--- config.mk ---
export PLATFORM = sky130hd
export DESIGN_NAME = rtt_timer_two
export DESIGN_NICKNAME = d
export VERILOG_FILES = /design/src/shared/rtt_pkg.sv /design/src/rtl/rtt_timer_two.sv
export SDC_FILE = /design/constraint.sdc
export NUM_CORES = 1
export LEC_CHECK = 0
export ABC_CLOCK_PERIOD_IN_PS = 4200
export BUFFER_PORTS_ARGS = -buffer_cell sky130_fd_sc_hd__buf_2
export CORE_MARGIN = 1
export CORE_UTILIZATION = 30
export CTS_CLUSTER_DIAMETER = 120
export DETAILED_ROUTE_END_ITERATION = 16
export HOLD_SLACK_MARGIN = 0.12
export PLACE_DENSITY = 0.46
export SLEW_MARGIN = 25
export SYNTH_ARGS = -nofsm -noshare
export SYNTH_HDL_FRONTEND = slang
export SYNTH_SLANG_ARGS = --single-unit
--- constraint.sdc ---
create_clock -name ref_clk -period 4.2 [get_ports ref_clk]
set_input_delay 0.42 -clock ref_clk [delete_from_list [all_inputs] [get_ports ref_clk]]
set_output_delay 0.42 -clock ref_clk [all_outputs]
set_load 0.02 [all_outputs]
--- src/shared/rtt_pkg.sv ---
// constants for the second general-purpose down-counting timer
// assumes a single 125 MHz clock and an APB register port, 32-bit data
package rtt_pkg;

	// ----------------------------------------------------------------
	// register indices; byte address is four times the index
	// ----------------------------------------------------------------
	localparam logic [7:0] IDX_CONTROL = 8'h19;
	localparam logic [7:0] IDX_RELOAD_HIGH = 8'h1a;
	localparam logic [7:0] IDX_RELOAD_LOW = 8'h1b;
	localparam logic [7:0] IDX_COUNT_HIGH = 8'h1c;
	localparam logic [7:0] IDX_COUNT_LOW = 8'h1d;
	localparam logic [7:0] IDX_CMD_STATUS = 8'h26;

	// ----------------------------------------------------------------
	// control register fields
	// ----------------------------------------------------------------
	localparam int CTL_STOP_RX_BIT = 7;
	localparam int CTL_START_HI = 5;
	localparam int CTL_START_LO = 4;
	localparam int CTL_AUTO_RELOAD_BIT = 3;
	localparam int CTL_CLK_HI = 1;
	localparam int CTL_CLK_LO = 0;
	localparam logic [7:0] CTL_WRITE_MASK = 8'hbb;

	// ----------------------------------------------------------------
	// command / status register fields
	// ----------------------------------------------------------------
	localparam int CS_FLAG_BIT = 0;
	localparam int CS_RUNNING_BIT = 1;
	localparam int CS_SW_START_BIT = 6;
	localparam int CS_SW_STOP_BIT = 7;

	// ----------------------------------------------------------------
	// reset values
	// ----------------------------------------------------------------
	localparam logic [7:0] RST_CONTROL = 8'h00;
	localparam logic [7:0] RST_RELOAD = 8'h00;
	localparam logic [15:0] RST_COUNT = 16'h0000;

	// ----------------------------------------------------------------
	// encodings and rates
	// ----------------------------------------------------------------
	localparam logic [1:0] START_NONE = 2'b00;
	localparam logic [1:0] START_TX_END = 2'b01;
	localparam logic [1:0] START_TRIM_NO_UF = 2'b10;
	localparam logic [1:0] START_TRIM_UF = 2'b11;
	localparam logic [1:0] CLK_FAST = 2'b00;
	localparam logic [1:0] CLK_SLOW = 2'b01;
	localparam logic [1:0] CLK_FIRST_TIMER = 2'b10;
	localparam logic [1:0] CLK_SECOND_TIMER = 2'b11;

	// rates in kHz; ticks come from a phase accumulator on ref_clk
	localparam logic [17:0] REF_CLK_KHZ = 18'd125000;
	localparam logic [17:0] FAST_TICK_KHZ = 18'd13560;
	localparam logic [17:0] SLOW_TICK_KHZ = 18'd212;

	typedef enum logic [1:0] {
		RTT_IDLE = 2'b00,
		RTT_COUNT = 2'b01
	} rtt_state_t;

endpackage

--- src/rtl/rtt_timer_two.sv ---
// second 16-bit down-counting timer with its APB register slave
// assumes all event inputs are one-cycle pulses synchronous to ref_clk
`timescale 1ns/1ps

// Behaviour
// RULE1 - stop-on-receive set: halt counting after first four received bits
// RULE2 - stop-on-receive ignored in both oscillator trimming modes
// RULE3 - start select 00b: no hardware event starts the timer
// RULE4 - start select 01b: start when an RF transmission finishes
// RULE5 - start select 10b: trimming, start/stop on rising edges, no underflow
// RULE6 - start select 11b: trimming on rising edges, underflow active
// RULE7 - auto-reload set: reload at zero and keep counting down
// RULE8 - auto-reload clear: count to zero, then stay stopped
// RULE9 - every underflow sets the underflow flag
// RULE10 - clock select 00b: decrement at 13.56 MHz
// RULE11 - clock select 01b: decrement at 212 kHz
// RULE12 - clock select 10b: decrement per first timer underflow
// RULE13 - clock select 11b: decrement per second timer underflow
// RULE14 - each start loads full 16-bit reload value from both bytes
// RULE15 - reload writes do not disturb running count; used at next start
// RULE16 - reload high byte at 1Ah, low byte at 1Bh, read-write
// RULE17 - live count readable: high byte 1Ch, low byte 1Dh
// RULE18 - software must not read live count during reception
// RULE19 - control register at 19h; bits 6 and 2 reserved
// RULE20 - decrement one per selected tick; underflow when passing zero
module rtt_timer_two (
	input wire logic ref_clk,
	input wire logic srst,
	input wire logic psel,
	input wire logic penable,
	input wire logic pwrite,
	input wire logic [9:0] paddr,
	input wire logic [31:0] pwdata,
	output logic [31:0] prdata,
	output logic pready,
	output logic pslverr,
	input wire logic tx_end,
	input wire logic rx_first_nibble,
	input wire logic low_freq_oscillator,
	input wire logic first_timer_underflow,
	input wire logic second_timer_underflow,
	output logic underflow_irq_flag,
	output logic underflow_pulse,
	output logic timer_running
);

	// ----------------------------------------------------------------
	// functions
	// ----------------------------------------------------------------
	// phase accumulator step: returns {tick, next accumulator}
	// the sum stays below 2^18 while the step is under the clock rate
	function automatic logic [18:0] acc_step(input logic [17:0] acc,
			input logic [17:0] inc);
		logic [17:0] sum;
		sum = acc + inc;
		if (sum >= rtt_pkg::REF_CLK_KHZ) begin
			acc_step = {1'b1, sum - rtt_pkg::REF_CLK_KHZ};
		end else begin
			acc_step = {1'b0, sum};
		end
	endfunction

	// ----------------------------------------------------------------
	// declarations
	// ----------------------------------------------------------------
	// register file, live count and sequencing state
	logic [7:0] timer_two_control;
	logic [7:0] timer_two_reload_high;
	logic [7:0] timer_two_reload_low;
	logic [15:0] count;
	rtt_pkg::rtt_state_t state;
	logic [17:0] fast_acc;
	logic [17:0] slow_acc;
	logic fast_tick;
	logic slow_tick;
	logic [18:0] next_fast;
	logic [18:0] next_slow;
	logic lfo_prev;
	logic lfo_rise;
	logic count_tick;
	logic trim_mode;
	logic uf_handling;
	logic hw_start;
	logic hw_stop;
	logic sw_start;
	logic sw_stop;
	logic flag_clear;
	logic bus_access;
	logic bus_write;
	logic [7:0] reg_index;
	logic addr_ok;
	logic [1:0] start_select;
	logic [1:0] count_clock_select;
	logic stop_on_receive;
	logic auto_reload_enable;
	logic at_zero;

	assign start_select = timer_two_control[rtt_pkg::CTL_START_HI:
		rtt_pkg::CTL_START_LO];
	assign count_clock_select = timer_two_control[rtt_pkg::CTL_CLK_HI:
		rtt_pkg::CTL_CLK_LO];
	assign stop_on_receive = timer_two_control[rtt_pkg::CTL_STOP_RX_BIT];
	assign auto_reload_enable =
		timer_two_control[rtt_pkg::CTL_AUTO_RELOAD_BIT];

	// ----------------------------------------------------------------
	// bus decode
	// ----------------------------------------------------------------
	// one wait state: pready rises in the second access cycle
	// a write lands only at the edge that samples pready high
	assign bus_access = psel & penable & pready;
	assign bus_write = bus_access & pwrite;
	assign reg_index = paddr[9:2];
	always_comb begin
		case (reg_index)
			rtt_pkg::IDX_CONTROL,
			rtt_pkg::IDX_RELOAD_HIGH,
			rtt_pkg::IDX_RELOAD_LOW,
			rtt_pkg::IDX_COUNT_HIGH,
			rtt_pkg::IDX_COUNT_LOW,
			rtt_pkg::IDX_CMD_STATUS: addr_ok = (paddr[1:0] == 2'b00);
			default: addr_ok = 1'b0;
		endcase
	end

	// command bits are pulses, the flag clear is write-one
	// a software start also reloads a count that is already running
	assign sw_start = bus_write & addr_ok &
		(reg_index == rtt_pkg::IDX_CMD_STATUS) &
		pwdata[rtt_pkg::CS_SW_START_BIT];
	assign sw_stop = bus_write & addr_ok &
		(reg_index == rtt_pkg::IDX_CMD_STATUS) &
		pwdata[rtt_pkg::CS_SW_STOP_BIT];
	assign flag_clear = bus_write & addr_ok &
		(reg_index == rtt_pkg::IDX_CMD_STATUS) &
		pwdata[rtt_pkg::CS_FLAG_BIT];

	// ----------------------------------------------------------------
	// bus handshake and read data
	// ----------------------------------------------------------------
	// read data is registered a cycle ahead, hence the wait state
	// trade-off: one extra cycle per transfer for a flopped prdata
	always_ff @(posedge ref_clk) begin
		if (srst) begin
			pready <= 1'b0;
			pslverr <= 1'b0;
			prdata <= 32'h0000_0000;
		end else begin
			pready <= psel & penable & ~pready;
			pslverr <= psel & penable & ~pready & ~addr_ok;
			prdata <= 32'h0000_0000;
			if (psel & penable & ~pready & ~pwrite & addr_ok) begin
				case (reg_index)
					rtt_pkg::IDX_CONTROL:
						prdata[7:0] <= timer_two_control; // RULE19
					rtt_pkg::IDX_RELOAD_HIGH:
						prdata[7:0] <= timer_two_reload_high; // RULE16
					rtt_pkg::IDX_RELOAD_LOW:
						prdata[7:0] <= timer_two_reload_low; // RULE16
					rtt_pkg::IDX_COUNT_HIGH:
						prdata[7:0] <= count[15:8]; // RULE17
					rtt_pkg::IDX_COUNT_LOW:
						prdata[7:0] <= count[7:0]; // RULE17
					rtt_pkg::IDX_CMD_STATUS: begin
						prdata[rtt_pkg::CS_FLAG_BIT] <= underflow_irq_flag;
						prdata[rtt_pkg::CS_RUNNING_BIT] <= timer_running;
					end
					default: prdata <= 32'h0000_0000;
				endcase
			end
		end
	end

	// ----------------------------------------------------------------
	// writable registers
	// ----------------------------------------------------------------
	// reserved control bits are masked so they always read zero
	always_ff @(posedge ref_clk) begin
		if (srst) begin
			timer_two_control <= rtt_pkg::RST_CONTROL;
		end else if (bus_write && addr_ok &&
				reg_index == rtt_pkg::IDX_CONTROL) begin
			timer_two_control <= pwdata[7:0] &
				rtt_pkg::CTL_WRITE_MASK; // RULE19
		end
	end

	// reload bytes only feed the counter at a start event or an auto-reload at zero
	always_ff @(posedge ref_clk) begin
		if (srst) begin
			timer_two_reload_high <= rtt_pkg::RST_RELOAD;
			timer_two_reload_low <= rtt_pkg::RST_RELOAD;
		end else if (bus_write && addr_ok) begin
			if (reg_index == rtt_pkg::IDX_RELOAD_HIGH) begin
				timer_two_reload_high <= pwdata[7:0]; // RULE16
			end
			if (reg_index == rtt_pkg::IDX_RELOAD_LOW) begin
				timer_two_reload_low <= pwdata[7:0]; // RULE16
			end
		end
	end

	// ----------------------------------------------------------------
	// tick generation
	// ----------------------------------------------------------------
	// fractional accumulators: average rate exact, jitter one cycle
	assign next_fast = acc_step(fast_acc, rtt_pkg::FAST_TICK_KHZ);
	assign next_slow = acc_step(slow_acc, rtt_pkg::SLOW_TICK_KHZ);

	always_ff @(posedge ref_clk) begin
		if (srst) begin
			fast_acc <= 18'h0_0000;
			slow_acc <= 18'h0_0000;
			fast_tick <= 1'b0;
			slow_tick <= 1'b0;
		end else begin
			fast_acc <= next_fast[17:0];
			slow_acc <= next_slow[17:0];
			fast_tick <= next_fast[18];
			slow_tick <= next_slow[18];
		end
	end

	// input clock selection
	// cascade inputs are single-cycle pulses from the neighbour timers
	always_comb begin
		case (count_clock_select)
			rtt_pkg::CLK_FAST: count_tick = fast_tick; // RULE10
			rtt_pkg::CLK_SLOW: count_tick = slow_tick; // RULE11
			rtt_pkg::CLK_FIRST_TIMER:
				count_tick = first_timer_underflow; // RULE12
			rtt_pkg::CLK_SECOND_TIMER:
				count_tick = second_timer_underflow; // RULE13
			default: count_tick = 1'b0;
		endcase
	end

	// ----------------------------------------------------------------
	// start and stop events
	// ----------------------------------------------------------------
	// reference edge detector; resets low like the idle pin level
	// so that no false rising edge follows reset
	always_ff @(posedge ref_clk) begin
		if (srst) begin
			lfo_prev <= 1'b0;
		end else begin
			lfo_prev <= low_freq_oscillator;
		end
	end
	assign lfo_rise = low_freq_oscillator & ~lfo_prev;

	// both trimming encodings share the upper start-select bit
	assign trim_mode = start_select[1];
	// trimming without underflow keeps neither flag nor reload
	assign uf_handling =
		(start_select != rtt_pkg::START_TRIM_NO_UF); // RULE5 RULE6

	// 00b starts nothing; 01b on end of transmission; trim on rising edge
	assign hw_start = (state == rtt_pkg::RTT_IDLE) &&
		((start_select == rtt_pkg::START_TX_END && tx_end) || // RULE4 RULE3
		(trim_mode && lfo_rise)); // RULE5 RULE6

	// while running, a stop outranks a tick or a software start in the same cycle
	assign hw_stop = (state == rtt_pkg::RTT_COUNT) &&
		((trim_mode && lfo_rise) || // RULE5 RULE6
		(stop_on_receive && !trim_mode && rx_first_nibble)); // RULE1 RULE2

	// ----------------------------------------------------------------
	// counter state machine
	// ----------------------------------------------------------------
	// underflow is a tick while at zero, so the count never wraps
	assign at_zero = (count == 16'h0000);

	// priority while running: stop, then software start, then tick
	always_ff @(posedge ref_clk) begin
		if (srst) begin
			state <= rtt_pkg::RTT_IDLE;
			count <= rtt_pkg::RST_COUNT;
			underflow_pulse <= 1'b0;
		end else begin
			underflow_pulse <= 1'b0;
			case (state)
				rtt_pkg::RTT_IDLE: begin
					if (sw_start || hw_start) begin
						count <= {timer_two_reload_high,
							timer_two_reload_low}; // RULE14 RULE15
						state <= rtt_pkg::RTT_COUNT;
					end
				end
				rtt_pkg::RTT_COUNT: begin
					if (sw_stop || hw_stop) begin
						state <= rtt_pkg::RTT_IDLE;
					end else if (sw_start) begin
						count <= {timer_two_reload_high,
							timer_two_reload_low}; // RULE14
					end else if (count_tick) begin
						if (!at_zero) begin
							count <= count - 16'h0001; // RULE20
						end else if (!uf_handling) begin
							state <= rtt_pkg::RTT_IDLE; // RULE5
						end else begin
							underflow_pulse <= 1'b1; // RULE20
							if (auto_reload_enable) begin
								count <= {timer_two_reload_high,
									timer_two_reload_low}; // RULE7
							end else begin
								state <= rtt_pkg::RTT_IDLE; // RULE8
							end
						end
					end
				end
				default: state <= rtt_pkg::RTT_IDLE;
			endcase
		end
	end

	// ----------------------------------------------------------------
	// status outputs
	// ----------------------------------------------------------------
	// set wins over a software clear in the same cycle
	// only a tick at zero with underflow handling sets it
	always_ff @(posedge ref_clk) begin
		if (srst) begin
			underflow_irq_flag <= 1'b0;
		end else if (state == rtt_pkg::RTT_COUNT && !sw_stop && !hw_stop &&
				!sw_start && count_tick && at_zero && uf_handling) begin
			underflow_irq_flag <= 1'b1; // RULE9
		end else if (flag_clear) begin
			underflow_irq_flag <= 1'b0;
		end
	end

	// mirrors the state so the output comes from a flop of its own
	// it must follow every branch of the state machine above
	always_ff @(posedge ref_clk) begin
		if (srst) begin
			timer_running <= 1'b0;
		end else begin
			case (state)
				rtt_pkg::RTT_IDLE: timer_running <= sw_start | hw_start;
				rtt_pkg::RTT_COUNT: timer_running <= ~(sw_stop | hw_stop |
					(~sw_start & count_tick & at_zero &
					~(uf_handling & auto_reload_enable)));
				default: timer_running <= 1'b0;
			endcase
		end
	end

endmodule // rtt_timer_two

==> impl_metrics.ini <==
[run_status]
outcome = finished clean

[floorplanning]
core_area_sq_um = 17420
rows = 48
starting_utilization_of_the_core_area_pct = 30.97
die_area_sq_um = 18520
chipWidth_um = 136.1
ios = 89
die_height_um = 136.1

[synthesis]
yosys_most_used_dff = sky130_fd_sc_hd__dfxtp_1
seq_area_frac_synth_pct = 31.92
synthCells = 675
mappedNetlistArea_sq_um = 5394
yosysWarnings = 0
ys_ff_latch = 86
postSynth.asyncResetShare_pct = 0
synth_cell_type_count = 80
synth-edff-count = 0
syn_avg_cell_area_sq_um = 7.991

[timing]
period_needed_ns = 3.707
unrepaired_setup_endpoints_after_global_routing = no
worst_hold_check_slack_ns = 0.2987
finalMaxSlewViolations = 0
worst-slew-pin-transition_ns = 0.7522
timing_hold_violations_final = 0
timing.fmax_mhz = 269.8
max_slew_headroom_at_the_worst_pin_pct = 49.85
setup_viol_count_final = 0
final_min_period_over_clock_period_pct = 88.26
setup_total_negative_slack_ns = 0
postLayoutSetupSlackWorst_ns = 0.4931
fin_worst_skew_ns = 0.008587

[grt]
gr-total-overflow = 0
grt_max_degree = 67
grt_antenna_before_repair = 1
grt_usage_pct = 16.08
first_pass_grt_wire_length_um = 23260
first_global_vias = 4642

[finish]
layout.nets = 761
layout.cells.most_common_list = sky130_fd_sc_hd__nor2_1, sky130_fd_sc_hd__dfxtp_1, sky130_fd_sc_hd__nand2_1
layout-drive-gt1-share_pct = 13.46
insertedDiodeCount = 0
layout_commonest_cell = sky130_fd_sc_hd__nor2_1
layout-area-overhead-vs-synth_pct = 11.51

[hold_path]
hold_path_class = input port to flip-flop

[routing]
detailedRoute.firstPassIterationCount = 4
drt_iter0_drc = 288
ant_nets = 0
route.vias.total = 4893
vias_per_cell = 5.256
post-route-drc-count = 0
avgRoutedWirePerCell_um = 15.47
wirelength_um = 14400

[cts]
clockRootBuffer = sky130_fd_sc_hd__clkbuf_16
htreeDepth = 3
clock_sinks = 86
buffers_inserted_by_post_cts_timing_repair = 0
tritoncts_buffers = 9
path_clk_slew_ns = 0.07
ctsResizeCount = 0
cts-root-to-sink-buffers = 2
cts_stage_hold_buffer_count = 0
clk-insertion-delay-late_ns = 0.35
clock_tree_from_tritoncts = built

[setup_path]
cp.required_ns = 4.47
cpMaxStageDelayCell = sky130_fd_sc_hd__a2111oi_4
worst_path_dominant_cell_family = compound AO/OA/AOI/OAI gates
timing.critical_path.buf_inv = 1
arrival_ns = 3.98
peak_per_stage_delay_on_the_critical_path_ns = 0.68
crit_path_cell_trace = inv_1, ha_1, nor4b_2, o21ai_1, a21oi_2, o21ai_1, a2111oi_4, nor2_4, or4_1, a21oi_1
critPathCaptureType = flip-flop
most_prevalent_standard_cell_on_the_critical_path = sky130_fd_sc_hd__o21ai_1
critPathLaunchType = flip-flop
crit_path_max_fanout = 13
critical_path_class = flip-flop to flip-flop

[placement]
gp_congestion = 0.8128
io_buffer_count = 40
place.detailed.hpwl_um = 10170
dp_slack_ns = 0.5726

[power_and_ir_drop]
vdd_drop_max_mv = 0.1994
power-per-cell-area_nw_per_um2 = 405.3
cellLeakagePower_nw = 2.232
fin_total_pwr_w = 0.002438

[flow_run]
cap_viol_max_count = 0
-- kinds of logic after synthesis --
group | share of synthesized area [%]
DFF | 31.92
AOI/OAI and AO/OA | 19.67
other | 0.06952
xor gates and xnor gates | 6.170
muxes | 8.072
and+or+nand+nor | 25.05
buffers and inverters | 7.191
adders and majority gates | 1.856
-- cells in the mapped netlist (3+ instances only) --
library cell,instances,area [sq um]
sky130_fd_sc_hd__o31ai_1,4,30.03
sky130_fd_sc_hd__a2111oi_0,3,26.28
sky130_fd_sc_hd__o21a_1,7,52.55
sky130_fd_sc_hd__nor4b_1,4,35.03
sky130_fd_sc_hd__a21o_1,3,22.52
sky130_fd_sc_hd__ha_1,8,100.1
sky130_fd_sc_hd__nand3_1,23,115.1
sky130_fd_sc_hd__o221ai_1,3,26.28
sky130_fd_sc_hd__clkbuf_1,20,75.07
sky130_fd_sc_hd__and3_1,7,43.79
sky130_fd_sc_hd__nor2_1,99,371.6
sky130_fd_sc_hd__or3_1,5,31.28
sky130_fd_sc_hd__nand2_1,53,198.9
sky130_fd_sc_hd__nor4_1,5,31.28
sky130_fd_sc_hd__buf_4,25,187.7
sky130_fd_sc_hd__xor2_1,15,131.4
sky130_fd_sc_hd__a31oi_1,8,50.05
sky130_fd_sc_hd__a221oi_1,7,61.31
sky130_fd_sc_hd__and2_1,5,31.28
sky130_fd_sc_hd__a21oi_1,45,225.2
sky130_fd_sc_hd__nor2b_1,9,56.30
sky130_fd_sc_hd__a211oi_1,5,37.54
sky130_fd_sc_hd__buf_2,10,50.05
sky130_fd_sc_hd__o21ai_0,33,165.2
sky130_fd_sc_hd__dfxtp_1,86,1722
sky130_fd_sc_hd__nand2b_1,8,50.05
sky130_fd_sc_hd__mux2i_1,30,300.3
sky130_fd_sc_hd__xnor2_1,23,201.4
sky130_fd_sc_hd__mux2_2,7,78.83
sky130_fd_sc_hd__mux2_1,3,33.78
sky130_fd_sc_hd__nand4b_1,3,26.28
sky130_fd_sc_hd__o211ai_1,3,22.52
sky130_fd_sc_hd__nor3b_1,4,30.03
sky130_fd_sc_hd__nor3_1,18,90.09
sky130_fd_sc_hd__nand4_1,7,43.79
sky130_fd_sc_hd__o21ai_1,6,30.03
sky130_fd_sc_hd__inv_1,15,56.30
-- path summary, 6_finish.rpt --
check                           start           end  slack (ns)  depth (start not counted)
setup reg to reg          fast_acc[3]  fast_acc[14]        0.49                         10
setup / recovery          fast_acc[3]  fast_acc[14]        0.49                         10
hold / removal    low_freq_oscillator      lfo_prev        0.30                          2
hold reg to reg                pready        pready        0.47                          1
-- registers in the layout, indices dropped and copies added, names as in the netlist --
name / cells
count: 16
slow_acc: 16
fast_acc: 15
prdata: 8
timer_two_reload_high: 8
timer_two_reload_low: 8
timer_two_control: 6
fast_tick: 1
lfo_prev: 1
pready: 1
pslverr: 1
slow_tick: 1
state: 1
timer_running: 1
underflow_irq_flag: 1
underflow_pulse: 1
-- report_power, final --
group | internal, W | switching, W | total (W)
Sequential | 0.000874 | 0.000102 | 0.000976
Clock | 0.000481 | 0.000353 | 0.000835
Combinational | 0.000251 | 0.000376 | 0.000627
-- final cells by class --
type / instances / area, sq um
Timing Repair Buffer: 50 / 275.3
Sequential cell: 86 / 1722
Tap cell: 225 / 281.5
Clock buffer: 10 / 239.0
Fill cell: 1865 / 11400
Multi-Input combinational cell: 539 / 3371
Inverter: 15 / 56.30
Clock inverter: 6 / 70.07
-- worst register-to-register path, stage by stage, from the launching register on --
cell                        delay (ns)
sky130_fd_sc_hd__dfxtp_1          0.42
sky130_fd_sc_hd__inv_1            0.16
sky130_fd_sc_hd__ha_1             0.41
sky130_fd_sc_hd__nor4b_2          0.50
sky130_fd_sc_hd__o21ai_1          0.21
sky130_fd_sc_hd__a21oi_2          0.28
sky130_fd_sc_hd__o21ai_1          0.19
sky130_fd_sc_hd__a2111oi_4        0.68
sky130_fd_sc_hd__nor2_4           0.15
sky130_fd_sc_hd__or4_1            0.50
sky130_fd_sc_hd__a21oi_1          0.14
-- metal layers --
| layer | track usage [%] | part of all wire, % |
|---|---|---|
| met1 | 19.30 | 44 |
| met2 | 27.86 | 50 |
| met3 | 3.393 | 4.8 |
| met4 | 6.111 | 1.8 |
| met5 | 0 | 0.069 |
-- metrics by stage --
step | std cells | util [%] | cell area, sq um
4_1_cts | 931 | 34.53 | 6015
2_1_floorplan | 698 | - | 5480
6_report | 931 | 34.53 | 6015
3_3_place_gp | 915 | 32.76 | 5705
5_1_grt | 931 | 34.53 | 6015
3_5_place_dp | 915 | 32.76 | 5705
(Power assumes the default switching activity.)
